**src/core/smsp_pkg.sv**
```systemverilog
// Package: opcodes, status layout, guard ranges and reset values
package smsp_pkg;
  localparam logic [7:0]  SMSP_OP_SET_WRITE_LATCH = 8'h06;
  localparam logic [7:0]  SMSP_OP_CLEAR_LATCH     = 8'h04;
  localparam logic [7:0]  SMSP_OP_READ_STATUS     = 8'h05;
  localparam logic [7:0]  SMSP_OP_WRITE_STATUS    = 8'h01;
  localparam int          SMSP_BIT_WRITE_LATCH    = 1;
  localparam int          SMSP_BIT_GUARD_LOW      = 2;
  localparam int          SMSP_BIT_GUARD_HIGH     = 3;
  localparam int          SMSP_BIT_HW_GUARD_EN    = 7;
  localparam logic [1:0]  SMSP_GUARD_RESET        = 2'h0;
  localparam logic        SMSP_HW_GUARD_RESET     = 1'h0;
  localparam logic [10:0] SMSP_GUARD_QUARTER_BASE = 11'h600;
  localparam logic [10:0] SMSP_GUARD_HALF_BASE    = 11'h400;
  localparam logic [10:0] SMSP_GUARD_ALL_BASE     = 11'h000;
  localparam logic [2:0]  SMSP_BIT_COUNT_LAST     = 3'h7;

  typedef enum logic [1:0] {
    SMSP_ST_OPCODE = 2'b00,
    SMSP_ST_STATUS = 2'b01,
    SMSP_ST_WSTAT  = 2'b10,
    SMSP_ST_IGNORE = 2'b11
  } smsp_state_t;
endpackage

```
**src/core/smsp_sync_if.sv**
```systemverilog
// Interface carrying synchronised serial-link levels
`timescale 1ns/10ps
`default_nettype none
interface smsp_sync_if;
  logic sck;
  logic cs_b;
  logic si;
  logic wp_b;
  modport src (output sck, output cs_b, output si, output wp_b);
  modport dst (input sck, input cs_b, input si, input wp_b);
endinterface
`default_nettype wire

```
**src/core/smsp_status_protect.sv**
```systemverilog
// Status register and write protection of a serial memory
// How it works
// - After the read-status opcode, status byte shifts out next.
// - Status bits 0, 4, 5 and 6 always read as zero.
// - Reading status changes no bit, not even the write latch.
// - Write latch in bit 1 gates every array and status write.
// - Bits 2 and 3 hold block guard values, cleared to 00 at reset.
// - Guard 00 none, 01 600-7FF, 10 400-7FF, 11 whole array.
// - Unguarded byte written only with latch set; guarded never.
// - Write-status updates guard and enable bits and clears latch on the same clock.
// - Enable bit 7 high and guard pin low blocks status writes.
// - Write latch clears at power-up, so all starts protected.
// - Opcodes: set latch 06, read status 05, write status 01.
// - Every serial byte moves most significant bit first.
`timescale 1ns/10ps
`default_nettype none
module smsp_status_protect
  import smsp_pkg::*;
#(
  parameter int ADDR_W = 11
) (
  input  wire logic              clock,
  input  wire logic              rst_b,
  input  wire logic              sck,
  input  wire logic              cs_b,
  input  wire logic              si,
  input  wire logic              wp_b,
  input  wire logic [ADDR_W-1:0] array_addr,
  input  wire logic              array_wr_req,
  output logic                   so,
  output logic                   so_oe,
  output logic                   array_wr_allow,
  output logic [7:0]             status_value
);
  smsp_sync_if sync ();

  smsp_sync u_sync (
    .clock    (clock),
    .rst_b    (rst_b),
    .sck_pin  (sck),
    .cs_b_pin (cs_b),
    .si_pin   (si),
    .wp_b_pin (wp_b),
    .sync     (sync)
  );

  smsp_state_t state_r;
  smsp_state_t state_nxt;
  logic        sck_prev_r;
  logic [2:0]  bit_cnt_r;
  logic [6:0]  shift_r;
  logic [7:0]  out_r;
  logic        latch_r;
  logic [1:0]  guard_r;
  logic        hw_en_r;
  logic        so_r;
  logic        so_oe_r;
  logic        wr_allow_r;
  logic [7:0]  status_r;

  wire       rise     = sync.sck & ~sck_prev_r;
  wire       fall     = ~sync.sck & sck_prev_r;
  wire       selected = ~sync.cs_b;
  wire       byte_end = rise & (bit_cnt_r == SMSP_BIT_COUNT_LAST);
  wire [7:0] rx_byte  = {shift_r, sync.si};

  function automatic logic [7:0] status_image(input logic en,
                                              input logic [1:0] g,
                                              input logic wl);
    logic [7:0] v;
    v = 8'h00;
    v[SMSP_BIT_HW_GUARD_EN] = en;
    v[SMSP_BIT_GUARD_HIGH]  = g[1];
    v[SMSP_BIT_GUARD_LOW]   = g[0];
    v[SMSP_BIT_WRITE_LATCH] = wl;
    return v;
  endfunction

  function automatic logic guarded(input logic [1:0] g,
                                   input logic [ADDR_W-1:0] a);
    logic hit;
    hit = 1'b0;
    unique case (g)
      2'b00: hit = 1'b0;
      2'b01: hit = a >= ADDR_W'(SMSP_GUARD_QUARTER_BASE);
      2'b10: hit = a >= ADDR_W'(SMSP_GUARD_HALF_BASE);
      2'b11: hit = a >= ADDR_W'(SMSP_GUARD_ALL_BASE);
    endcase
    return hit;
  endfunction

  // Status writes need the latch and must not be pin-locked
  wire status_wr_ok = latch_r & ~(hw_en_r & ~sync.wp_b);
  wire op_set   = rx_byte == SMSP_OP_SET_WRITE_LATCH;
  wire op_clr   = rx_byte == SMSP_OP_CLEAR_LATCH;
  wire op_read  = rx_byte == SMSP_OP_READ_STATUS;
  wire op_write = rx_byte == SMSP_OP_WRITE_STATUS;
  wire wstat_done = (state_r == SMSP_ST_WSTAT) & byte_end;
  wire wstat_take = wstat_done & status_wr_ok;

  always_comb begin
    state_nxt = state_r;
    if (byte_end) begin
      unique case (state_r)
        SMSP_ST_OPCODE: begin
          if (op_read) begin
            state_nxt = SMSP_ST_STATUS;
          end else if (op_write) begin
            state_nxt = SMSP_ST_WSTAT;
          end else begin
            state_nxt = SMSP_ST_IGNORE;
          end
        end
        SMSP_ST_STATUS: state_nxt = SMSP_ST_STATUS;
        SMSP_ST_WSTAT:  state_nxt = SMSP_ST_IGNORE;
        SMSP_ST_IGNORE: state_nxt = SMSP_ST_IGNORE;
      endcase
    end
  end

  // Frame control: deselect returns to opcode and floats the output
  always_ff @(posedge clock or negedge rst_b) begin
    if (!rst_b) begin
      state_r    <= SMSP_ST_OPCODE;
      // Matches the synchroniser preload, so no false rise after reset
      sck_prev_r <= 1'b1;
      bit_cnt_r  <= 3'h0;
      shift_r    <= 7'h00;
    end else begin
      sck_prev_r <= sync.sck;
      if (!selected) begin
        state_r   <= SMSP_ST_OPCODE;
        bit_cnt_r <= 3'h0;
      end else begin
        state_r <= state_nxt;
        if (rise) begin
          bit_cnt_r <= bit_cnt_r + 3'h1;
          shift_r   <= rx_byte[6:0];
        end
      end
    end
  end

  // Latch cleared at reset; set wins only on its own opcode
  always_ff @(posedge clock or negedge rst_b) begin
    if (!rst_b) begin
      latch_r <= 1'b0;
      guard_r <= SMSP_GUARD_RESET;
      hw_en_r <= SMSP_HW_GUARD_RESET;
    end else if (selected && state_r == SMSP_ST_OPCODE && byte_end) begin
      if (op_set) begin
        latch_r <= 1'b1;
      end else if (op_clr) begin
        latch_r <= 1'b0;
      end
    end else if (wstat_done) begin
      latch_r <= 1'b0;
      if (wstat_take) begin
        guard_r <= {rx_byte[SMSP_BIT_GUARD_HIGH],
                    rx_byte[SMSP_BIT_GUARD_LOW]};
        hw_en_r <= rx_byte[SMSP_BIT_HW_GUARD_EN];
      end
    end
  end

  // Status shifts out MSB first; falling edges advance it
  always_ff @(posedge clock or negedge rst_b) begin
    if (!rst_b) begin
      out_r   <= 8'h00;
      so_r    <= 1'b0;
      so_oe_r <= 1'b0;
    end else if (!selected) begin
      so_oe_r <= 1'b0;
    end else if (state_r == SMSP_ST_OPCODE && byte_end && op_read) begin
      out_r   <= status_image(hw_en_r, guard_r, latch_r);
    end else if (state_r == SMSP_ST_STATUS && fall) begin
      so_r    <= out_r[7];
      so_oe_r <= 1'b1;
      out_r   <= {out_r[6:0], out_r[7]};
    end
  end

  // Array write permission for the outside datapath
  always_ff @(posedge clock or negedge rst_b) begin
    if (!rst_b) begin
      wr_allow_r <= 1'b0;
    end else begin
      wr_allow_r <= array_wr_req & latch_r
                    & ~guarded(guard_r, array_addr);
    end
  end

  // Visible status image, registered so the port comes from a flop;
  // it trails the internal bits by one clock
  always_ff @(posedge clock or negedge rst_b) begin
    if (!rst_b) begin
      status_r <= 8'h00;
    end else begin
      status_r <= status_image(hw_en_r, guard_r, latch_r);
    end
  end

  assign so             = so_r;
  assign so_oe          = so_oe_r;
  assign array_wr_allow = wr_allow_r;
  assign status_value   = status_r;
endmodule
`default_nettype wire

```
**src/core/smsp_sync.sv**
```systemverilog
// Two-flop synchronisers for the serial-link pins
`timescale 1ns/10ps
`default_nettype none
module smsp_sync (
  input  wire logic   clock,
  input  wire logic   rst_b,
  input  wire logic   sck_pin,
  input  wire logic   cs_b_pin,
  input  wire logic   si_pin,
  input  wire logic   wp_b_pin,
  smsp_sync_if.src    sync
);
  logic [3:0] meta_r;
  logic [3:0] stable_r;

  // Deselected idle levels so no false frame starts at reset
  always_ff @(posedge clock or negedge rst_b) begin
    if (!rst_b) begin
      meta_r   <= 4'hb;
      stable_r <= 4'hb;
    end else begin
      meta_r   <= {wp_b_pin, si_pin, cs_b_pin, sck_pin};
      stable_r <= meta_r;
    end
  end

  assign sync.sck  = stable_r[0];
  assign sync.cs_b = stable_r[1];
  assign sync.si   = stable_r[2];
  assign sync.wp_b = stable_r[3];
endmodule
`default_nettype wire

```
**config.mk**
```make
export PLATFORM = sky130hd
export DESIGN_NAME = smsp_status_protect
export DESIGN_NICKNAME = d
export VERILOG_FILES = /design/src/core/smsp_pkg.sv /design/src/core/smsp_sync_if.sv /design/src/core/smsp_status_protect.sv /design/src/core/smsp_sync.sv
export SDC_FILE = /design/constraint.sdc
export NUM_CORES = 1
export LEC_CHECK = 0
export ABC_AREA = 1
export BUFFER_PORTS_ARGS = -buffer_cell sky130_fd_sc_hd__buf_2
export CORE_MARGIN = 2
export CORE_UTILIZATION = 57
export CTS_BUF_LIST = sky130_fd_sc_hd__clkbuf_8
export DETAILED_ROUTE_END_ITERATION = 10
export PLACE_DENSITY_LB_ADDON = 0.08
export SKIP_CTS_REPAIR_TIMING = 1
export SLEW_MARGIN = 20
export SYNTH_ARGS = -nofsm -noshare
export SYNTH_HDL_FRONTEND = slang
export SYNTH_SLANG_ARGS = --single-unit
```
**constraint.sdc**
```tcl
create_clock -name clock -period 1.6 [get_ports clock]
set_input_delay 0.32 -clock clock [delete_from_list [all_inputs] [get_ports clock]]
set_output_delay 0.32 -clock clock [all_outputs]
set_load 0.01 [all_outputs]
```
==> metrics.txt, run 1 <==
Yosys reg bits=40; Final Cycle Share=0.959; ANT cells=0; setup_tns=0 ps; Residual DRC=0; Core ar.=around 2800 µm²; Die Wd=~58 µm; via count=around 1200; clock power share=0.339; Worst Skew=around 2.6 ps; Design Area, Final=1960 µm²; Final Hold Vio Count=0; # placed instances=220; CTS clock-pin slew for the worst setup and hold paths=about 70 ps; Worst Path Max Fanout=5; post-route setup slack=approximately 66 ps; cell count after synthesis=175; layout cells sized above 1=0.260; top-area cell type share of the netlist area=0.488; syn avg cell area=around 9.7 µm²; antenna-violating nets left=0; post-layout util=0.704; gpl congestion=between 0.8 and 0.9; Yosys warning total=0; initial antenna violation count=0; Hold Slack=roughly 120 ps; DP Worst Slack=just under 90 ps; Post-DP HPWL=~2100 µm; vias in the first global route=approximately 1200; CTS tree=built; commonest non-fill, non-tap cell in the layout=nand2_1; 1st-iter DRT viols=34; area delta synth->final=15.8%; Max Cap Viol=0; clock sinks=40; number of CTS-inserted buffers=5; largest net degree at the start of global routing=25; WP data required=roughly 1800 ps; sw frac=0.252; Tmin final=between 1500 and 2000 ps; Crit path arrival time=~1700 ps; final wirelength=around 3000 µm; clk_lat worst skew=about 290 ps; status=finished, final reports clean; internal power=approximately 1.5 mW; sequential fraction of the synthesis area=0.597; Hold WC Path Type=primary input to flip-flop; clock buffer depth=2; RSZ-0062 raised after global routing=true; clock root buffer=clkbuf_8; final setup fails=0; type of the worst setup path=flip-flop to flip-flop; Slew Limit Fails=0; Mapped Area=~1700 µm²; Finished Layout Cells=roughly 230; All-Layer GR Usage=0.197; H-tree depth=2; Crit. End Element=flip-flop; Pwr Density=1010 nW/µm²; Net Sw Power=~0.50 mW; Power Total=between 1.5 and 2 mW; worst vdd ir=around 0.85 mV; Synth area leader=dfrtp_1; part of the power in registers=0.565; Die H=approximately 58 µm; Initial Util=0.608; leading cell types in the layout, fill and taps excluded=nand2_1, dfrtp_1, nand3_1; row count=19; fmax=0.652 GHz; placed cell area=1800 µm²; die area=roughly 3400 µm²; Distinct cells, synth=22; nets=approximately 220; I/O pin total=29; DR vias/cell=5.26; cell leakage power=1.03 nW; Worst Setup Start Kind=flip-flop; Avg WL per Cell=around 13 µm; TritonRoute pass-1 iters=4; Gate power share=0.096; Port Buffers=15; total grt overflow=0; Fillers=~220; first-pass GRT wire length=4850 µm; Area contributors post-synth=dfrtp_1, nand2_1, dfstp_2
-- final timing paths --
kind	startpoint	end	slack [ps]	cells past startpoint
hold reg to reg	u_sync.meta_r[3]$_DFF_PN1_	u_sync.stable_r[3]$_DFF_PN1_	360	0
hold / removal	sck	u_sync.meta_r[0]$_DFF_PN1_	120	1
setup reg to reg	bit_cnt_r[0]$_DFFE_PN0P_	out_r[3]$_DFFE_PN0P_	70	9
min in group asynchronous	rst_b	status_value[2]$_DFF_PN0_	480	2
setup / recovery	bit_cnt_r[0]$_DFFE_PN0P_	out_r[3]$_DFFE_PN0P_	70	9
max in group asynchronous	rst_b	u_sync.stable_r[0]$_DFF_PN1_	590	3
-- power by group through the flow --
stage / Clock (mW) / Combinational (mW) / Sequential, mW
floorplan: 0 / 0.128 / 1.12
global placement: 0 / 0.175 / 1.13
detailed placement: 0 / 0.182 / 1.13
CTS: 0.687 / 0.185 / 1.12
global route: 0.733 / 0.222 / 1.12
finish: 0.668 / 0.190 / 1.12
-- synthesized netlist by cell type --
master / n
nand2_1: 52
dfrtp_1: 33
nand3_1: 18
inv_1: 12
o21ai_0: 12
nor2_1: 8
dfstp_2: 7
buf_4: 4
inv_2: 4
a21oi_1: 3
nand2_2: 3
nor3_1: 3
a31oi_1: 2
buf_2: 2
ha_1: 2
nand3_4: 2
nand4_1: 2
nor2_4: 2
conb_1: 1
nand3_2: 1
nor2_8: 1
nor3_4: 1
-- sequential cells by signal, indices dropped and copies added (netlist names) --
register / count
sck_prev_r: 1
latch_r: 1
guard_r: 2
array_wr_allow: 1
u_sync.stable_r: 4
u_sync.meta_r: 4
out_r: 8
status_value: 4
so_oe: 1
shift_r: 7
hw_en_r: 1
so: 1
bit_cnt_r: 3
state_r: 2
-- worst max-delay path, stage by stage, from the launching register on --
cell and delay (ps):
dfrtp_1 380, ha_2 210, ha_4 140, nand3_4 140
nor2_8 190, nand3_4 110, nand2_2 80, nand2_1 60
nand2_1 60, nand2_1 50
-- cell type report --
cell class                      count  area (µm²)  share of cell area
Sequential cell                    40        1010               0.516
Multi-Input combinational cell    116         626               0.319
Timing Repair Buffer               20         131              0.0671
Clock buffer                        6        82.6              0.0422
Inverter                           16        60.1              0.0307
Tap cell                           31        38.8              0.0198
Clock inverter                      2        10.0             0.00511
-- routing by layer --
metal  routed length, µm  up-vias  track usage
li1                    -      599            -
met1                1250      578        0.222
met2                1500       26        0.323
met3                 141       11       0.0791
met4                  88        0       0.0997
met5                   0        -            0
-- cells by family (layout without fill, tap and decap cells) --
group           count (synthesis)  after routing  share of synthesized area
buf+inv                        22             44                     0.0592
compound gates                 17             17                     0.0518
simple gates                   93             93                      0.275
flops                          40             40                      0.597
fa+ha+maj                       2              2                     0.0148
other cells                     1              4                    0.00222
No activity file was read; power rests on OpenSTA's default activity.
==> inputs of run 2 (changes only) <==
--- a/config.mk
+++ b/config.mk
@@ -12,6 +12,7 @@
 export CTS_BUF_LIST = sky130_fd_sc_hd__clkbuf_8
 export DETAILED_ROUTE_END_ITERATION = 10
 export PLACE_DENSITY_LB_ADDON = 0.08
+export REMOVE_ABC_BUFFERS = 1
 export SKIP_CTS_REPAIR_TIMING = 1
 export SLEW_MARGIN = 20
 export SYNTH_ARGS = -nofsm -noshare
==> run 2 against run 1 <==
Against the previous run: final area down 0.45%; global-route usage decreased by 0.67 points; combinational power down 5%; non-clock buffer count down 1; clock-buffer cell count decreased by 1; clock power down 10%.
==> metrics.txt, run 2 (synthesis results as in run 1) <==
setup_tns=0 ps; row count=19; register name with the most flops=out_r; via count=around 1200; worst flop-to-flop path startpoint=bit_cnt_r[0]$_DFFE_PN0P_; CTS tree=built; total grt overflow=0; die area=3420 µm²; Pwr Density=974 nW/µm²; Tmin final=1530 ps; final setup fails=0; R2R setup slack=approximately 75 ps; Final Cycle Share=0.953; DR vias/cell=5.22; All-Layer GR Usage=0.190; Final Hold Vio Count=0; metal2 WL=between 1000 and 1500 µm; DP Worst Slack=91.7 ps; Die H=58.5 µm; status=finished, final reports clean; worst vdd ir=approximately 1.1 mV; part of the power in registers=0.589; Hold WC Path Type=primary input to asynchronous set/reset pin; type of the worst setup path=flip-flop to flip-flop; Initial Util=0.608; largest net degree at the start of global routing=41; R2R Path End=out_r[3]$_DFFE_PN0P_; Max Cap Viol=0; initial antenna violation count=0; 1st-iter DRT viols=between 60 and 70; Port Buffers=15; DR top layer=met4; layout cells sized above 1=0.265; Worst Skew=roughly 5.2 ps; clock power share=0.316; Gate power share=0.095; sw frac=0.251; Worst Setup Start Kind=flip-flop; CTS clock-pin slew for the worst setup and hold paths=approximately 70 ps; internal power=approximately 1.4 mW; Avg WL per Cell=12.2 µm; largest registers=out_r x8, shift_r x7; max reg flops=8; area delta synth->final=15.2%; number of CTS-inserted buffers=5; met1 wire length=1250 µm; first-pass GRT wire length=around 4800 µm; leading cell types in the layout, fill and taps excluded=nand2_1, dfrtp_1, nand3_1; Worst Path Max Fanout=5; Residual DRC=0; # placed instances=220; I/O pin total=29; ANT cells=0; Post-DP HPWL=around 2000 µm; met3 routed WL=around 120 µm; TritonRoute pass-1 iters=4; WP data required=1780 ps; vias in the first global route=1109; H-tree depth=2; RSZ-0062 raised after global routing=true; Finished Layout Cells=231; clock sinks=40; commonest non-fill, non-tap cell in the layout=nand2_1; worst r2r path cells=9; antenna-violating nets left=0; clock root buffer=clkbuf_8; clock buffer depth=2; Net Sw Power=around 0.48 mW; nets=219; fmax=0.656 GHz; Die Wd=58.5 µm; cell leakage power=between 1 and 1.5 nW; clk_lat worst skew=about 280 ps; Slew Limit Fails=0; Core ar.=~2800 µm²; gpl congestion=approximately 0.87; Crit path arrival time=~1700 ps; post-route setup slack=74.6 ps; final wirelength=approximately 2800 µm; Crit. End Element=flip-flop
-- run 2: final cells by class --
class,instances,area (µm²)
flip-flops and latches,40,1010
fillers,217,832
multi-input cells,117,651
repair buffers,19,109
clock buffers,5,68.8
inverters,16,60.1
well taps,31,38.8
clock inverters,3,12.5
-- run 2: power groups by stage --
| stage | registers [mW] | clock network [mW] | logic (mW) |
|---|---|---|---|
| floorplan | 1.12 | 0 | 0.120 |
| global placement | 1.13 | 0 | 0.169 |
| detailed placement | 1.13 | 0 | 0.178 |
| CTS | 1.12 | 0.623 | 0.177 |
| global route | 1.13 | 0.667 | 0.215 |
| finish | 1.12 | 0.600 | 0.180 |
-- run 2: how the worst max path moves through the flow --
stage / start / end / slack, ps
2_1_floorplan: bit_cnt_r[0]$_DFFE_PN0P_ / out_r[1]$_DFFE_PN0P_ / 220
3_3_place_gp: bit_cnt_r[0]$_DFFE_PN0P_ / out_r[3]$_DFFE_PN0P_ / 130
3_5_place_dp: bit_cnt_r[0]$_DFFE_PN0P_ / out_r[3]$_DFFE_PN0P_ / 90
4_1_cts: bit_cnt_r[0]$_DFFE_PN0P_ / out_r[3]$_DFFE_PN0P_ / 70
5_1_grt: bit_cnt_r[0]$_DFFE_PN0P_ / out_r[1]$_DFFE_PN0P_ / -20
6_report: bit_cnt_r[0]$_DFFE_PN0P_ / out_r[3]$_DFFE_PN0P_ / 70
-- run 2: worst max-delay path, cell delays in order, from the launching register on --
cell and delay [ps]:
dfrtp_1 400, ha_4 160, ha_4 140, nand3_4 130
nor2_8 210, nand3_4 110, nand2_2 90, nand2_2 60
nand2_2 70, nand2_1 50
-- run 2: per-stage QoR --
step	hold WS (ps)	cell area (µm²)	total power [mW]	util
2_1_floorplan	24.4	1660	1.24	-
3_3_place_gp	333	1790	1.30	0.644
3_5_place_dp	347	1790	1.31	0.644
4_1_cts	91.7	1870	1.92	0.673
5_1_grt	112	1950	2.01	0.701
6_report	79.6	1950	1.90	0.701
-- run 2: per-layer routing --
layer  up-vias  global-route usage
li1        600                   -
met1       573               0.232
met2        28               0.313
met3         5              0.0659
met4         0              0.0698
met5         -                   0
==> inputs of run 3 (changes only) <==
--- a/config.mk
+++ b/config.mk
@@ -5,12 +5,11 @@
 export SDC_FILE = /design/constraint.sdc
 export NUM_CORES = 1
 export LEC_CHECK = 0
-export ABC_AREA = 1
-export BUFFER_PORTS_ARGS = -buffer_cell sky130_fd_sc_hd__buf_2
 export CORE_MARGIN = 2
-export CORE_UTILIZATION = 57
+export CORE_UTILIZATION = 64
 export CTS_BUF_LIST = sky130_fd_sc_hd__clkbuf_8
 export DETAILED_ROUTE_END_ITERATION = 10
+export DONT_BUFFER_PORTS = 1
 export PLACE_DENSITY_LB_ADDON = 0.08
 export REMOVE_ABC_BUFFERS = 1
 export SKIP_CTS_REPAIR_TIMING = 1
==> run 3 against run 2 <==
Against the previous run: the run now ends with setup timing left; synthesized cell count shrank 26%; global-route usage up 6.3 points; routed wire length grew 26%; first-iteration DRC count fell by 56%; combinational power rose to 3.2 times the previous value; area after synthesis is 3.3% lower; critical endpoint is now out_r[1]$_DFFE_PN0P_; maximum frequency down 25%.
==> metrics.txt, run 3 <==
Final Hold Vio Count=0; main combinational cell family by area after synthesis=simple AND/OR/NAND/NOR gates; cell leakage power=0.957 nW; R2R setup slack=-430 ps; fmax=0.493 GHz; Max Cap Viol=0; Post-DP HPWL=roughly 2200 µm; adder-cell area share of the yosys netlist=0.0153; final wirelength=roughly 3600 µm; largest registers=out_r x8, shift_r x7; Core ar.=~2500 µm²; vias in the first global route=around 1100; via count=about 1100; layout cells sized above 1=0.405; CP top delay family=simple AND/OR/NAND/NOR gates; largest net degree at the start of global routing=41; cell count after synthesis=129; leading cell types in the layout, fill and taps excluded=dfrtp_1, buf_4, nand2_1; xor and xnor area share after synthesis=0.00536; Worst Skew=~5.9 ps; DR vias/cell=about 5.9; type of the worst setup path=flip-flop to flip-flop; initial antenna violation count=0; Area contributors post-synth=dfrtp_1, dfstp_2, mux2_2; setup_tns=-3480 ps; synth cell count leaders=dfrtp_1, nand2_1, mux2_2, o21ai_0, dfstp_2; H-tree depth=2; ANT cells=0; commonest non-fill, non-tap cell in the layout=dfrtp_1; Critical-path top delay cell=or4_4; Residual DRC=0; clock sinks=40; Initial Util=0.666; top-area cell type share of the netlist area=0.505; worst flop-to-flop path startpoint=bit_cnt_r[0]$_DFFE_PN0P_; Design Area, Final=2040 µm²; Slew Limit Fails=0; Main synth FF type=dfrtp_1; Distinct cells, synth=33; Hold WC Path Type=primary input to flip-flop; sequential fraction of the synthesis area=0.617; Compound-Gate Fraction of Synth Area=0.0888; clock root buffer=clkbuf_8; RSZ-0062 raised after global routing=true; post-route setup slack=-430 ps; gpl congestion=between 0.7 and 0.8; Simple-Gate Fraction of Synth Area=0.149; number of CTS-inserted buffers=5; # placed instances=175; syn avg cell area=approximately 13 µm²; Crit. End Element=flip-flop; Yosys reg bits=40; Worst Hold Path EP=u_sync.meta_r[3]$_DFF_PN1_; CTS clock-pin slew for the worst setup and hold paths=roughly 70 ps; clock buffer depth=2; first-pass GRT wire length=5040 µm; CTS tree=built; most frequent cell after synthesis=dfrtp_1; die area=2980 µm²; register name with the most flops=out_r; worst r2r path cells=5; Finished Layout Cells=between 150 and 200; CP Buf/Inv Count=0; Yosys warning total=0; Final Cycle Share=1.27; clk_lat worst skew=approximately 290 ps; Worst Path Max Fanout=4; crit-path max cell delay=approximately 550 ps; nets=between 150 and 200; status=finished, violations left; final setup fails=12; worst-path cell chain=ha_2 -> ha_4 -> or3b_4 -> or4_4 -> o221a_1; Die H=~55 µm; Crit path arrival time=around 2200 ps; 1st-iter DRT viols=27; total grt overflow=0; worst hold start=wp_b; All-Layer GR Usage=0.254; Mapped Area=1640 µm²; Worst Setup Start Kind=flip-flop; area delta synth->final=24.9%; antenna-violating nets left=0; row count=18; Avg WL per Cell=roughly 19 µm; violated checks=setup timing; Port Buffers=0; placed cell area=between 1500 and 2000 µm²; WP data required=roughly 1800 ps; TritonRoute pass-1 iters=4; Synth area leader=dfrtp_1; Pwr Density=1170 nW/µm²; Post-synth EDFFs=0; Async SR Flop Fraction=1.00; worst vdd ir=1.16 mV; Die Wd=~55 µm; I/O pin total=29; Tmin final=roughly 2000 ps; max reg flops=8; multiplexer share of the synthesized area=0.0735; worst hold stages=0; R2R Path End=out_r[1]$_DFFE_PN0P_
-- run 3: cell types whose count changed in the layout (fill, tap and decap cells not counted), moves of 4 or more --
cell      previous run  this run
buf_4                3        20
buf_2               15         0
nand2b_1             0         6
inv_1               14         7
inv_2                4         0
nand3_1             18         1
nand2_1             48        14
o21ai_0             12         3
mux2_2               0         6
o221a_1              0         4
nand2_2              6         0
-- run 3: layout make-up --
| type | count | area [µm²] |
|---|---|---|
| Fill cell | 124 | 413 |
| Multi-Input combinational cell | 79 | 653 |
| Tap cell | 30 | 37.5 |
| Sequential cell | 40 | 1010 |
| Inverter | 5 | 18.8 |
| Clock inverter | 2 | 7.51 |
| Clock buffer | 6 | 82.6 |
| Timing Repair Buffer | 26 | 233 |
-- run 3: how the worst max path moves through the flow --
stage,from,end,slack (ps),cells after the start
floorplan,u_sync.stable_r[0]$_DFF_PN1_,out_r[1]$_DFFE_PN0P_,-490,4
global placement,shift_r[4]$_DFFE_PN0P_,out_r[2]$_DFFE_PN0P_,-340,4
detailed placement,bit_cnt_r[0]$_DFFE_PN0P_,out_r[0]$_DFFE_PN0P_,-390,6
CTS,bit_cnt_r[1]$_DFFE_PN0P_,out_r[0]$_DFFE_PN0P_,-420,6
global route,shift_r[4]$_DFFE_PN0P_,out_r[1]$_DFFE_PN0P_,-480,5
finish,bit_cnt_r[0]$_DFFE_PN0P_,out_r[1]$_DFFE_PN0P_,-430,5
-- run 3: stage by stage --
step,hold WS [ps],total power [mW],setup WS [ps],utilization
3_3_place_gp,25.1,1.49,-341,0.726
3_5_place_dp,25.2,1.52,-391,0.726
2_1_floorplan,24.4,1.31,-493,-
5_1_grt,-0.120,2.50,-480,0.832
6_report,17.9,2.39,-430,0.832
4_1_cts,-288,2.18,-415,0.762
-- run 3: layer usage --
metal	track usage	vias to the layer above	share of wire
li1	-	496	-
met1	0.295	556	0.41
met2	0.414	41	0.51
met3	0.0956	9	0.054
met4	0.117	0	0.027
met5	0	-	0
-- run 3: report_power, final --
part	switching [mW]	internal [mW]
sequential	0.0539	1.10
clock	0.328	0.339
combinational	0.244	0.329
-- run 3: kinds of logic after synthesis --
kind of cell    after synthesis
xor+xnor                      1
compound gates               17
simple gates                 44
buf+inv                      13
fa+ha+maj                     2
mux                          11
other cells                   1
flops                        40
